[config.mk]
export PLATFORM = sky130hd
export DESIGN_NAME = drc_top
export DESIGN_NICKNAME = d
export VERILOG_FILES = /design/src/drc_pkg.sv /design/src/drc_div.sv /design/src/drc_top.sv
export SDC_FILE = /design/constraint.sdc
export NUM_CORES = 2
export LEC_CHECK = 0
export BUFFER_PORTS_ARGS = -buffer_cell sky130_fd_sc_hd__buf_2
export CAP_MARGIN = 5
export CORE_ASPECT_RATIO = 0.6
export CORE_UTILIZATION = 25
export CTS_CLUSTER_SIZE = 30
export DETAILED_ROUTE_END_ITERATION = 6
export GPL_ROUTABILITY_DRIVEN = 0
export GPL_TIMING_DRIVEN = 0
export PLACE_DENSITY = 0.5
export SETUP_SLACK_MARGIN = 0.5
export SYNTH_ARGS = -nofsm -noshare
export SYNTH_HDL_FRONTEND = slang
export SYNTH_SLANG_ARGS = --single-unit
export TNS_END_PERCENT = 30
[constraint.sdc]
create_clock -name clock_i -period 62.8 [get_ports clock_i]
set_clock_uncertainty 0.05 [all_clocks]
set_input_delay 18.84 -clock clock_i [delete_from_list [all_inputs] [get_ports clock_i]]
set_output_delay 18.84 -clock clock_i [all_outputs]
set_load 0.005 [all_outputs]
[src/drc_pkg.sv]
package drc_pkg;
    // register byte addresses
    localparam logic [7:0] ADDR_CTRL = 8'h00;
    localparam logic [7:0] ADDR_TRIG_MASK = 8'h04;
    localparam logic [7:0] ADDR_PRE_MS = 8'h08;
    localparam logic [7:0] ADDR_LEN_MS = 8'h0c;
    localparam logic [7:0] ADDR_RATE = 8'h10;
    localparam logic [7:0] ADDR_NOM_HZ = 8'h14;
    localparam logic [7:0] ADDR_OTHER_BYTES = 8'h18;
    localparam logic [7:0] ADDR_ANA_MAP = 8'h1c;
    localparam logic [7:0] ADDR_DIG_SEL0 = 8'h20;
    localparam logic [7:0] ADDR_DIG_SEL1 = 8'h24;
    localparam logic [7:0] ADDR_DIG_SEL2 = 8'h28;
    localparam logic [7:0] ADDR_STATUS = 8'h2c;
    localparam logic [7:0] ADDR_TOTAL_S = 8'h30;
    localparam logic [7:0] ADDR_MAX_LEN_MS = 8'h34;
    localparam logic [7:0] ADDR_COUNTS = 8'h38;
    // control register bits
    localparam int CTRL_ENABLE = 0;
    localparam int CTRL_AUTO = 1;
    localparam int CTRL_KEEP_OLDS = 2;
    localparam int CTRL_MAN_TRIG = 3;
    localparam int CTRL_CLR_ALL = 4;
    localparam int CTRL_CLR_OLDEST = 5;
    localparam int CTRL_CLR_NEWEST = 6;
    // rate register fields
    localparam int RATE_SEL_LSB = 0;
    localparam int RATE_ACNT_LSB = 4;
    // reset values
    localparam logic [31:0] PRE_MS_RST = 32'd200;
    localparam logic [31:0] LEN_MS_RST = 32'd1000;
    localparam logic [7:0] NOM_HZ_RST = 8'd50;
    localparam logic [3:0] ACNT_RST = 4'd8;
    localparam logic [6:0] SPC_MAX = 7'd64;
    // capacity figures
    localparam logic [31:0] MEM_BYTES = 32'd67108864;
    localparam int SAMPLE_BYTES_LOG2 = 2;
    localparam logic [31:0] DIG_HZ = 32'd200;
    localparam logic [31:0] MS_PER_S = 32'd1000;
    localparam logic [31:0] MAX_RECS = 32'd100;
    localparam logic [3:0] OUT_MAX = 4'd6;
    // timing
    localparam int CLK_HZ = 200_000_000;
    localparam int MS_NUM = 1;
    localparam int MS_DEN = 1000;
    localparam int MS_CYC = CLK_HZ / MS_DEN * MS_NUM;
    localparam logic [2:0] DIG_PERIOD_MS = 3'd5;
    // widths
    localparam int DIG_N = 95;
    localparam int SLOTS = 8;
    localparam int AW = 16;
    // event codes
    localparam int EV_N = 11;
    localparam int EV_TRIG_ON = 0;
    localparam int EV_TRIG_OFF = 1;
    localparam int EV_MEM_CLR = 2;
    localparam int EV_OLD_CLR = 3;
    localparam int EV_FULL_ON = 4;
    localparam int EV_FULL_OFF = 5;
    localparam int EV_REC_ON = 6;
    localparam int EV_REC_OFF = 7;
    localparam int EV_STORE_ON = 8;
    localparam int EV_STORE_OFF = 9;
    localparam int EV_NEW_CLR = 10;
    // recorder event out
    typedef struct packed {
        logic valid;
        logic [3:0] code;
        logic [31:0] stamp;
    } drc_evt_type;
    // capture word stream out
    typedef struct packed {
        logic valid;
        logic digital;
        logic [31:0] data;
    } drc_word_type;
endpackage : drc_pkg

[src/drc_div.sv]
`timescale 1ns/10ps
// restoring divider, one quotient bit per clock
module drc_div (
    input wire logic clock_i,
    input wire logic rst_i,
    input wire logic start_i,
    input wire logic [31:0] num_i,
    input wire logic [31:0] den_i,
    output logic done_o,
    output logic [31:0] quo_o
);
    logic [31:0] rem_ff;
    logic [31:0] quo_ff;
    logic [31:0] den_ff;
    logic [5:0] cnt_ff;
    logic busy_ff;
    logic done_ff;
    logic [32:0] trial;

    // shift in the next numerator bit and try the subtraction
    assign trial = {rem_ff, quo_ff[31]} - {1'b0, den_ff};

    always_ff @(posedge clock_i or posedge rst_i) begin
        if (rst_i) begin
            rem_ff <= 32'h0;
            quo_ff <= 32'h0;
            den_ff <= 32'h0;
            cnt_ff <= 6'h0;
            busy_ff <= 1'b0;
            done_ff <= 1'b0;
        end else if (start_i) begin
            rem_ff <= 32'h0;
            quo_ff <= num_i;
            den_ff <= den_i;
            cnt_ff <= 6'h20;
            busy_ff <= 1'b1;
            done_ff <= 1'b0;
        end else if (busy_ff) begin
            rem_ff <= trial[32] ? {rem_ff[30:0], quo_ff[31]} : trial[31:0];
            quo_ff <= {quo_ff[30:0], ~trial[32]};
            cnt_ff <= cnt_ff - 6'h1;
            busy_ff <= (cnt_ff != 6'h1);
            done_ff <= (cnt_ff == 6'h1);
        end else begin
            done_ff <= 1'b0;
        end
    end

    // a zero divisor yields zero rather than all ones
    assign done_o = done_ff;
    assign quo_o = (den_ff == 32'h0) ? 32'h0 : quo_ff;
endmodule : drc_div

[src/drc_top.sv]
`timescale 1ns/10ps
module drc_top #(
    parameter int NTRIG = 8,
    parameter int NCH = 16,
    parameter int MS_CYCLES = drc_pkg::MS_CYC
) (
    input wire logic clock_i,
    input wire logic rst_i,
    input wire logic psel_i,
    input wire logic penable_i,
    input wire logic pwrite_i,
    input wire logic [7:0] paddr_i,
    input wire logic [31:0] pwdata_i,
    output logic pready_o,
    output logic pslverr_o,
    output logic [31:0] prdata_o,
    input wire logic [NTRIG-1:0] trig_i,
    input wire logic [drc_pkg::DIG_N-1:0] dig_i,
    input wire logic ana_tick_i,
    input wire logic [NCH*drc_pkg::AW-1:0] ana_i,
    input wire logic [31:0] stamp_i,
    input wire logic store_done_i,
    input wire logic fetched_i,
    output logic push_o,
    output logic ready_o,
    output drc_pkg::drc_word_type word_o,
    output drc_pkg::drc_evt_type evt_o
);
    typedef enum logic [2:0] {
        ST_IDLE = 3'b001,
        ST_CAPT = 3'b010,
        ST_STORE = 3'b100
    } drc_st_type;
    typedef enum logic [2:0] {
        C_IDLE = 3'b001,
        C_DIV1 = 3'b010,
        C_DIV2 = 3'b100
    } drc_calc_type;

    // number of set bits in the digital selection
    function automatic logic [6:0] drc_count(input logic [drc_pkg::DIG_N-1:0] v);
        logic [6:0] n;
        n = 7'h0;
        for (int i = 0; i < drc_pkg::DIG_N; i++) begin
            n = n + {6'h0, v[i]};
        end
        return n;
    endfunction : drc_count

    // lowest pending event index
    function automatic logic [3:0] drc_first(input logic [drc_pkg::EV_N-1:0] v);
        logic [3:0] idx;
        idx = 4'h0;
        for (int i = drc_pkg::EV_N - 1; i >= 0; i--) begin
            if (v[i]) begin
                idx = 4'(i);
            end
        end
        return idx;
    endfunction : drc_first

    // configuration registers
    logic [2:0] ctrl_ff;
    logic [NTRIG-1:0] mask_ff;
    logic [31:0] pre_ff;
    logic [31:0] len_ff;
    logic [1:0] spc_sel_ff;
    logic [3:0] acnt_ff;
    logic [7:0] fn_ff;
    logic [31:0] other_ff;
    logic [31:0] map_ff;
    logic [drc_pkg::DIG_N-1:0] dsel_ff;
    // computed and state registers
    logic [31:0] tot_s_ff;
    logic [31:0] maxrec_ff;
    drc_calc_type calc_ff;
    logic kick_ff;
    drc_st_type st_ff;
    logic [31:0] ms_cnt_ff;
    logic [2:0] dig_ms_ff;
    logic [31:0] hist_ff;
    logic [31:0] post_ff;
    logic [31:0] pre_got_ff;
    logic [7:0] rec_cnt_ff;
    logic [7:0] retr_cnt_ff;
    logic [7:0] pend_cnt_ff;
    logic [3:0] out_cnt_ff;
    logic full_d_ff;
    logic [NTRIG-1:0] trig_s1_ff;
    logic [NTRIG-1:0] trig_s2_ff;
    logic [NTRIG-1:0] trig_d_ff;
    logic [drc_pkg::DIG_N-1:0] dig_s1_ff;
    logic [drc_pkg::DIG_N-1:0] dig_s2_ff;
    logic [drc_pkg::EV_N-1:0] evp_ff;
    logic [31:0] evts_ff [drc_pkg::EV_N];
    logic [3:0] aseq_ff;
    logic aact_ff;
    logic [1:0] dseq_ff;
    logic dact_ff;
    logic [drc_pkg::DIG_N-1:0] dlat_ff;

    // bus decode
    logic wr;
    logic rd_ok;
    logic cfg_wr;
    assign wr = psel_i & penable_i & pwrite_i;
    assign rd_ok = (paddr_i[1:0] == 2'b00) && (paddr_i <= drc_pkg::ADDR_COUNTS);
    assign cfg_wr = wr & rd_ok & (paddr_i < drc_pkg::ADDR_STATUS);
    assign pready_o = 1'b1;
    assign pslverr_o = psel_i & penable_i & ~rd_ok;

    // one-shot commands never stick, so the trigger field reads idle
    logic ctrl_wr;
    logic man_trig;
    logic clr_all;
    logic clr_old;
    logic clr_new;
    assign ctrl_wr = wr && (paddr_i == drc_pkg::ADDR_CTRL);
    assign man_trig = ctrl_wr & pwdata_i[drc_pkg::CTRL_MAN_TRIG];
    assign clr_all = ctrl_wr & pwdata_i[drc_pkg::CTRL_CLR_ALL];
    assign clr_old = ctrl_wr & pwdata_i[drc_pkg::CTRL_CLR_OLDEST];
    assign clr_new = ctrl_wr & pwdata_i[drc_pkg::CTRL_CLR_NEWEST];

    // settings writes
    always_ff @(posedge clock_i or posedge rst_i) begin
        if (rst_i) begin
            ctrl_ff <= 3'h0;
            mask_ff <= '0;
            pre_ff <= drc_pkg::PRE_MS_RST;
            len_ff <= drc_pkg::LEN_MS_RST;
            spc_sel_ff <= 2'h0;
            acnt_ff <= drc_pkg::ACNT_RST;
            fn_ff <= drc_pkg::NOM_HZ_RST;
            other_ff <= 32'h0;
            map_ff <= 32'h76543210;
            dsel_ff <= '0;
        end else if (cfg_wr) begin
            case (paddr_i)
                drc_pkg::ADDR_CTRL: ctrl_ff <= pwdata_i[2:0];
                drc_pkg::ADDR_TRIG_MASK: mask_ff <= pwdata_i[NTRIG-1:0];
                drc_pkg::ADDR_PRE_MS: pre_ff <= pwdata_i;
                drc_pkg::ADDR_LEN_MS: len_ff <= pwdata_i;
                drc_pkg::ADDR_RATE: begin
                    spc_sel_ff <= pwdata_i[drc_pkg::RATE_SEL_LSB +: 2];
                    acnt_ff <= (pwdata_i[drc_pkg::RATE_ACNT_LSB +: 4] > drc_pkg::ACNT_RST) ?
                        drc_pkg::ACNT_RST : pwdata_i[drc_pkg::RATE_ACNT_LSB +: 4];
                end
                drc_pkg::ADDR_NOM_HZ: fn_ff <= pwdata_i[7:0];
                drc_pkg::ADDR_OTHER_BYTES: other_ff <= pwdata_i;
                drc_pkg::ADDR_ANA_MAP: map_ff <= pwdata_i;
                drc_pkg::ADDR_DIG_SEL0: dsel_ff[31:0] <= pwdata_i;
                drc_pkg::ADDR_DIG_SEL1: dsel_ff[63:32] <= pwdata_i;
                drc_pkg::ADDR_DIG_SEL2: dsel_ff[94:64] <= pwdata_i[30:0];
                default: ctrl_ff <= ctrl_ff;
            endcase
        end
    end

    // capacity arithmetic
    logic [6:0] spc;
    logic [6:0] dcnt;
    logic [31:0] reserve;
    logic [31:0] den1;
    logic [31:0] div_num;
    logic [31:0] div_den;
    logic div_done;
    logic [31:0] div_quo;
    logic div_start;
    logic step2;
    logic [31:0] max_len;
    logic full;
    assign spc = drc_pkg::SPC_MAX >> spc_sel_ff;
    assign dcnt = drc_count(dsel_ff);
    // other stored files eat into the shared space
    assign reserve = (other_ff >= drc_pkg::MEM_BYTES) ? 32'h0 :
        (drc_pkg::MEM_BYTES - other_ff) >> drc_pkg::SAMPLE_BYTES_LOG2;
    assign den1 = 32'(fn_ff) * 32'(acnt_ff + 4'h1) * 32'(spc)
        + drc_pkg::DIG_HZ * 32'(dcnt);
    // divider starts a cycle after the write, once new settings are in
    assign step2 = calc_ff[1] & div_done & ~kick_ff;
    assign div_num = kick_ff ? reserve : 32'(div_quo * drc_pkg::MS_PER_S);
    assign div_den = kick_ff ? den1 : len_ff;
    assign div_start = kick_ff | step2;
    assign max_len = (mask_ff == '0) ? 32'h0 : 32'(tot_s_ff * drc_pkg::MS_PER_S);
    assign ready_o = (max_len != 32'h0);
    assign full = (maxrec_ff != 32'h0) && ({24'h0, rec_cnt_ff} >= maxrec_ff);

    drc_div u_div (
        .clock_i(clock_i),
        .rst_i(rst_i),
        .start_i(div_start),
        .num_i(div_num),
        .den_i(div_den),
        .done_o(div_done),
        .quo_o(div_quo)
    );

    // recompute sequence: seconds first, then recordings that fit
    always_ff @(posedge clock_i or posedge rst_i) begin
        if (rst_i) begin
            calc_ff <= C_IDLE;
            tot_s_ff <= 32'h0;
            maxrec_ff <= 32'h0;
            kick_ff <= 1'b0;
        end else if (cfg_wr) begin
            calc_ff <= C_DIV1;
            kick_ff <= 1'b1;
        end else begin
            kick_ff <= 1'b0;
            case (calc_ff)
                C_DIV1: if (step2) begin
                    tot_s_ff <= div_quo;
                    calc_ff <= C_DIV2;
                end
                C_DIV2: if (div_done) begin
                    maxrec_ff <= (div_quo > drc_pkg::MAX_RECS) ? drc_pkg::MAX_RECS : div_quo;
                    calc_ff <= C_IDLE;
                end
                C_IDLE: calc_ff <= C_IDLE;
                default: calc_ff <= C_IDLE;
            endcase
        end
    end

    // trigger and digital pins pass two flops before any use
    always_ff @(posedge clock_i or posedge rst_i) begin
        if (rst_i) begin
            trig_s1_ff <= '0;
            trig_s2_ff <= '0;
            trig_d_ff <= '0;
            dig_s1_ff <= '0;
            dig_s2_ff <= '0;
        end else begin
            trig_s1_ff <= trig_i;
            trig_s2_ff <= trig_s1_ff;
            trig_d_ff <= trig_s2_ff;
            dig_s1_ff <= dig_i;
            dig_s2_ff <= dig_s1_ff;
        end
    end

    // millisecond and digital sample timebase
    logic ms_tick;
    logic dig_tick;
    assign ms_tick = (ms_cnt_ff == 32'(MS_CYCLES - 1));
    assign dig_tick = ms_tick && (dig_ms_ff == drc_pkg::DIG_PERIOD_MS - 3'h1);
    always_ff @(posedge clock_i or posedge rst_i) begin
        if (rst_i) begin
            ms_cnt_ff <= 32'h0;
            dig_ms_ff <= 3'h0;
        end else begin
            ms_cnt_ff <= ms_tick ? 32'h0 : ms_cnt_ff + 32'h1;
            if (ms_tick) begin
                dig_ms_ff <= dig_tick ? 3'h0 : dig_ms_ff + 3'h1;
            end
        end
    end

    // trigger qualification
    logic en;
    logic rise;
    logic start_rec;
    logic capt_end;
    logic stored;
    logic refuse;
    assign en = ctrl_ff[drc_pkg::CTRL_ENABLE];
    assign rise = |(trig_s2_ff & ~trig_d_ff & mask_ff);
    assign refuse = full & ctrl_ff[drc_pkg::CTRL_KEEP_OLDS];
    // a trigger during capture or storing is dropped, not queued
    assign start_rec = st_ff[0] & en & ready_o & ~refuse & (rise | man_trig);
    assign capt_end = st_ff[1] & ms_tick & (post_ff <= 32'h1);
    assign stored = st_ff[2] & store_done_i;

    // recording sequence
    always_ff @(posedge clock_i or posedge rst_i) begin
        if (rst_i) begin
            st_ff <= ST_IDLE;
            hist_ff <= 32'h0;
            post_ff <= 32'h0;
            pre_got_ff <= 32'h0;
        end else begin
            // history depth grows to the pre-trigger time, then holds
            if (!en) begin
                hist_ff <= 32'h0;
            end else if (ms_tick && hist_ff < pre_ff) begin
                hist_ff <= hist_ff + 32'h1;
            end
            case (st_ff)
                ST_IDLE: if (start_rec) begin
                    pre_got_ff <= hist_ff;
                    post_ff <= (len_ff > hist_ff) ? len_ff - hist_ff : 32'h1;
                    st_ff <= ST_CAPT;
                end
                ST_CAPT: if (capt_end) begin
                    st_ff <= ST_STORE;
                end else if (ms_tick) begin
                    post_ff <= post_ff - 32'h1;
                end
                ST_STORE: if (stored) begin
                    st_ff <= ST_IDLE;
                end
                default: st_ff <= ST_IDLE;
            endcase
        end
    end

    // store bookkeeping and outgoing area
    logic auto;
    logic do_push;
    logic overwrite;
    logic [7:0] rec_nxt;
    assign auto = ctrl_ff[drc_pkg::CTRL_AUTO];
    assign overwrite = stored & full & (rec_cnt_ff != 8'h0);
    // pushes wait while six records sit unfetched
    assign do_push = (pend_cnt_ff != 8'h0) && (out_cnt_ff < drc_pkg::OUT_MAX);
    assign push_o = do_push;
    assign rec_nxt = rec_cnt_ff + {7'h0, stored & ~overwrite};
    always_ff @(posedge clock_i or posedge rst_i) begin
        if (rst_i) begin
            rec_cnt_ff <= 8'h0;
            retr_cnt_ff <= 8'h0;
            pend_cnt_ff <= 8'h0;
            out_cnt_ff <= 4'h0;
            full_d_ff <= 1'b0;
        end else begin
            full_d_ff <= full;
            if (clr_all) begin
                rec_cnt_ff <= 8'h0;
                retr_cnt_ff <= 8'h0;
            end else if ((clr_old | clr_new) && rec_nxt != 8'h0) begin
                rec_cnt_ff <= rec_nxt - 8'h1;
                retr_cnt_ff <= (retr_cnt_ff != 8'h0) ? retr_cnt_ff - 8'h1 : 8'h0;
            end else begin
                rec_cnt_ff <= rec_nxt;
                // pushed records are not offered for retrieval
                if (stored && !auto && !overwrite) begin
                    retr_cnt_ff <= retr_cnt_ff + 8'h1;
                end
            end
            pend_cnt_ff <= pend_cnt_ff + {7'h0, stored & auto} - {7'h0, do_push};
            out_cnt_ff <= out_cnt_ff + {3'h0, do_push} - {3'h0, fetched_i & (out_cnt_ff != 4'h0)};
        end
    end

    // status change events, none maskable
    logic [drc_pkg::EV_N-1:0] ev_set;
    logic [3:0] ev_idx;
    logic [drc_pkg::EV_N-1:0] ev_take;
    always_comb begin
        ev_set = '0;
        ev_set[drc_pkg::EV_TRIG_ON] = start_rec;
        ev_set[drc_pkg::EV_REC_ON] = start_rec;
        ev_set[drc_pkg::EV_TRIG_OFF] = capt_end;
        ev_set[drc_pkg::EV_REC_OFF] = capt_end;
        ev_set[drc_pkg::EV_STORE_ON] = capt_end;
        ev_set[drc_pkg::EV_STORE_OFF] = stored;
        ev_set[drc_pkg::EV_FULL_ON] = full & ~full_d_ff;
        ev_set[drc_pkg::EV_FULL_OFF] = ~full & full_d_ff;
        ev_set[drc_pkg::EV_MEM_CLR] = clr_all;
        ev_set[drc_pkg::EV_OLD_CLR] = clr_old | overwrite;
        ev_set[drc_pkg::EV_NEW_CLR] = clr_new;
    end
    assign ev_idx = drc_first(evp_ff);
    assign ev_take = (evp_ff != '0) ? (drc_pkg::EV_N)'(1) << ev_idx : '0;

    // a new event on the bit being sent stays pending
    always_ff @(posedge clock_i or posedge rst_i) begin
        if (rst_i) begin
            evp_ff <= '0;
            evt_o <= '0;
        end else begin
            evp_ff <= (evp_ff & ~ev_take) | ev_set;
            evt_o.valid <= (evp_ff != '0);
            evt_o.code <= ev_idx;
            evt_o.stamp <= evts_ff[ev_idx];
        end
    end

    // stamp latched at the moment of change
    always_ff @(posedge clock_i or posedge rst_i) begin
        if (rst_i) begin
            for (int i = 0; i < drc_pkg::EV_N; i++) begin
                evts_ff[i] <= 32'h0;
            end
        end else begin
            for (int i = 0; i < drc_pkg::EV_N; i++) begin
                if (ev_set[i]) begin
                    evts_ff[i] <= stamp_i;
                end
            end
        end
    end

    // sample word sequencer: stamp then slots, then digital words
    logic [3:0] slot;
    logic [3:0] chan;
    logic [31:0] ana_word;
    logic a_go;
    logic d_go;
    assign slot = aseq_ff - 4'h1;
    assign chan = map_ff[slot[2:0]*4 +: 4];
    assign ana_word = (aseq_ff == 4'h0) ? stamp_i :
        {16'h0, ana_i[32'(chan) % NCH * drc_pkg::AW +: drc_pkg::AW]};
    assign a_go = aact_ff;
    assign d_go = dact_ff & ~aact_ff;
    always_ff @(posedge clock_i or posedge rst_i) begin
        if (rst_i) begin
            aseq_ff <= 4'h0;
            aact_ff <= 1'b0;
            dseq_ff <= 2'h0;
            dact_ff <= 1'b0;
            dlat_ff <= '0;
            word_o <= '0;
        end else begin
            word_o.valid <= a_go | d_go;
            word_o.digital <= d_go;
            word_o.data <= a_go ? ana_word :
                (dseq_ff == 2'h0) ? dlat_ff[31:0] :
                (dseq_ff == 2'h1) ? dlat_ff[63:32] : {1'b0, dlat_ff[94:64]};
            if (en && ana_tick_i && !aact_ff) begin
                aact_ff <= 1'b1;
                aseq_ff <= 4'h0;
            end else if (a_go) begin
                aact_ff <= (aseq_ff != acnt_ff);
                aseq_ff <= aseq_ff + 4'h1;
            end
            if (en && dig_tick && !dact_ff) begin
                dact_ff <= 1'b1;
                dseq_ff <= 2'h0;
                dlat_ff <= dig_s2_ff & dsel_ff;
            end else if (d_go) begin
                dact_ff <= (dseq_ff != 2'h2);
                dseq_ff <= dseq_ff + 2'h1;
            end
        end
    end

    // register read mux
    always_comb begin
        case (paddr_i)
            drc_pkg::ADDR_CTRL: prdata_o = {29'h0, ctrl_ff};
            drc_pkg::ADDR_TRIG_MASK: prdata_o = 32'(mask_ff);
            drc_pkg::ADDR_PRE_MS: prdata_o = pre_ff;
            drc_pkg::ADDR_LEN_MS: prdata_o = len_ff;
            drc_pkg::ADDR_RATE: prdata_o = {24'h0, acnt_ff, 2'h0, spc_sel_ff};
            drc_pkg::ADDR_NOM_HZ: prdata_o = {24'h0, fn_ff};
            drc_pkg::ADDR_OTHER_BYTES: prdata_o = other_ff;
            drc_pkg::ADDR_ANA_MAP: prdata_o = map_ff;
            drc_pkg::ADDR_DIG_SEL0: prdata_o = dsel_ff[31:0];
            drc_pkg::ADDR_DIG_SEL1: prdata_o = dsel_ff[63:32];
            drc_pkg::ADDR_DIG_SEL2: prdata_o = {1'b0, dsel_ff[94:64]};
            drc_pkg::ADDR_STATUS: prdata_o = {pre_got_ff[15:0], 10'h0, full, calc_ff != C_IDLE,
                st_ff, ready_o};
            drc_pkg::ADDR_TOTAL_S: prdata_o = tot_s_ff;
            drc_pkg::ADDR_MAX_LEN_MS: prdata_o = max_len;
            drc_pkg::ADDR_COUNTS: prdata_o = {out_cnt_ff[3:0], 4'h0, pend_cnt_ff,
                retr_cnt_ff, rec_cnt_ff};
            default: prdata_o = 32'h0;
        endcase
    end
endmodule : drc_top

==> results.sh <==
export IMPL_reg2reg_depth=39
export IMPL_route_detailed_drc=355
export IMPL_min_path_type="reg2reg"
export IMPL_period_share_pct=67.1
export IMPL_final_util_pct=29.6
export IMPL_vdd_drop_max_v=0.000156
export IMPL_core_mm2=0.291
export IMPL_grt_pass1_wl_um=461000
export IMPL_seq_area_frac_synth_pct=41.7
export IMPL_max_cap_violations=4
export IMPL_whs_ns=0.275
export IMPL_vias=64400
export IMPL_layout_common_cells="1195 x dfrtp_1, 1029 x nand2_1, 578 x inv_1"
export IMPL_syn_num_nets=8446
export IMPL_start_util_pct=25.2
export IMPL_worst_pin_slew_ns=1.64
export IMPL_cts_tree="built"
export IMPL_pre_cts_ws_ns=20.98
export IMPL_fin_nets=9161
export IMPL_numPortBuffers=542
export IMPL_grt_max_degree=136
export IMPL_root_buffer="clkbuf_16"
export IMPL_ioPinCount=546
export IMPL_grt_overflow=0
export IMPL_period_minus_slack_ns=42.15
export IMPL_yosys_register_bits=1222
export IMPL_synth_edff_count=0
export IMPL_worst_slack_ns=20.65
export IMPL_slew_headroom_pct=-9.52
export IMPL_power_density_mw_per_mm2=41.7
export IMPL_grt_usage_pct=21.8
export IMPL_crit_path_end_kind="output port"
export IMPL_hpwlAfterDp_um=272000
export IMPL_cts_max_level=4
export IMPL_power_mw=3.59
export IMPL_die_h_um=422
export IMPL_max_freq_ghz=0.0237
export IMPL_drive_gt1_share_pct=15.8
export IMPL_cp_max_fo=10
export IMPL_cp_start_kind="input port"
export IMPL_cts_hold_buf=0
export IMPL_std_cell_rows=153
export IMPL_final_antenna_net_count=0
export IMPL_antenna_found_initial=66
export IMPL_first_pass_iters=7
export IMPL_worstPathRequired_ns=43.91
export IMPL_cts_buffer_depth=4
export IMPL_finalHoldViolations=0
export IMPL_p_leak_nw=40.2
export IMPL_synthArstFlopShare_pct=100
export IMPL_clk_latency_ns=0.82
export IMPL_crit_type="in2out"
export IMPL_min_path_cells=0
export IMPL_synth_cell_type_count=82
export IMPL_dr_first_iter_drc_count=9807
export IMPL_setup_viol=0
export IMPL_syn_area_mm2=0.0734
export IMPL_arrival_ns=23.26
export IMPL_layout_commonest_cell="dfrtp_1"
export IMPL_vias_per_cell=5.36
export IMPL_detail_route_wl_per_cell_um=27.7
export IMPL_rsz0062_at_grt="false"
export IMPL_numCtsBuffers=143
export IMPL_slew_viol_final=31
export IMPL_wl_um=333000
export IMPL_syn2layout_area_growth_pct=17.4
export IMPL_violations="DRC, capacitance limit, slew limit"
export IMPL_cts_resized=0
export IMPL_dieArea_mm2=0.296
export IMPL_die_w_um=701
export IMPL_synth_flop_cell="dfrtp_1"
export IMPL_cts_setup_buffers=0
export IMPL_clk_pin_slew_ns=0.06
export IMPL_synth_cells=7309
export IMPL_syn_avg_cell_area_um2=10.0
export IMPL_status="finished, violations left"
export IMPL_grt_pass1_vias=60300
export IMPL_yosysWarnings=0
export IMPL_cts_sinks=1222
layout make-up:
| type | count | area [um^2] |
|---|---|---|
| Buffer | 387 | 1470 |
| Tap cell | 3875 | 4850 |
| Clock buffer | 195 | 4120 |
| Clock inverter | 48 | 489 |
| Multi-Input combinational cell | 5118 | 39200 |
| Antenna cell | 30 | 75.1 |
| Inverter | 582 | 2190 |
| Fill cell | 30300 | 205000 |
| Sequential cell | 1222 | 30600 |
| Timing Repair Buffer | 570 | 3170 |
worst paths after layout:
path,slack (ns),start,endpoint
max,20.65,paddr_i[6],prdata_o[17]
min,0.28,dig_s1_ff[48]$_DFF_PP0_,dig_s2_ff[48]$_DFF_PP0_
max reg2reg,48.75,dsel_ff[39]$_DFFE_PP0P_,u_div.den_ff[20]$_DFFE_PP0N_
min reg2reg,0.28,dig_s1_ff[48]$_DFF_PP0_,dig_s2_ff[48]$_DFF_PP0_
max in group asynchronous,41.69,rst_i,evts_ff[90]$_DFFE_PP0P_
min in group asynchronous,17.97,rst_i,maxrec_ff[29]$_DFFE_PP0P_
cell usage after synthesis (70+ instances only):
cell	instances	share of area [%]
dfrtp_1	1195	41
nand2_1	1029	5.3
inv_1	579	3.0
o21ai_0	460	3.1
mux2_2	400	6.1
ha_1	376	6.4
a21oi_1	348	2.4
clkbuf_1	339	1.7
fa_1	322	8.8
nor2_1	233	1.2
a211oi_1	179	1.8
xnor2_1	148	1.8
and2_1	138	1.2
nand3_1	130	0.89
mux2i_1	109	1.5
a31oi_1	91	0.78
nor3_1	90	0.61
and3_1	81	0.69
a21o_1	80	0.82
a222oi_1	70	0.96
xor2_1	70	0.84
cells by family (layout without fill, tap and decap cells):
group                      count (synthesis)  count (layout)  share of synthesized area (%)
DFF                                     1222            1222                           41.7
buffers and inverters                    969            1782                           4.97
other                                      1              31                        0.00511
xor gates and xnor gates                 218             218                           2.60
and+or+nand+nor                         2002            2002                           12.7
muxes                                    517             517                           7.87
adders and majority gates                698             698                           15.2
AOI/OAI and AO/OA                       1682            1682                           15.0
layer usage:
metal | up-vias | share of wire, % | track usage (%)
li1 | 27100 | - | -
met1 | 32900 | 45 | 32.5
met2 | 3785 | 36 | 26.8
met3 | 621 | 15 | 10.3
met4 | 38 | 3.7 | 6.86
met5 | - | 0.13 | 0.468
sequential cells by signal, indices dropped and copies added, names as in the netlist, 34 cells and up:
signal and cells:
evts_ff 256, dig_s1_ff 95, dig_s2_ff 95, dlat_ff 95, dsel_ff 95, evt_o 37
word_o 34
power by group:
group | leakage (nW) | switching [mW] | internal, mW | total [mW]
logic | 22.3 | 1.15 | 0.727 | 1.87
registers | 15.6 | 0.0372 | 0.827 | 0.864
clock network | 2.30 | 0.359 | 0.492 | 0.851
total | 40.2 | 1.54 | 2.05 | 3.59
worst max-delay path, cell delays in order:
cell	delay, ns
buf_2	0.10
nor2_1	0.07
nand3b_1	0.43
nor2_1	0.23
clkbuf_1	0.46
a222oi_1	0.74
nand3_1	0.16
a211oi_1	1.23
o31ai_1	0.65
buf_2	0.31
metrics by stage:
step | area [um^2] | TNS (ns) | std cells
after floorplan | 73400 | 0 | 7309
after global placement | 80900 | -6115.84 | 11700
after detailed placement | 81400 | 0 | 11700
after CTS | 86000 | 0 | 12000
after global routing | 86100 | 0 | 12000
final | 86100 | 0 | 12000
Note: power is estimated with default switching activity, not from simulation.
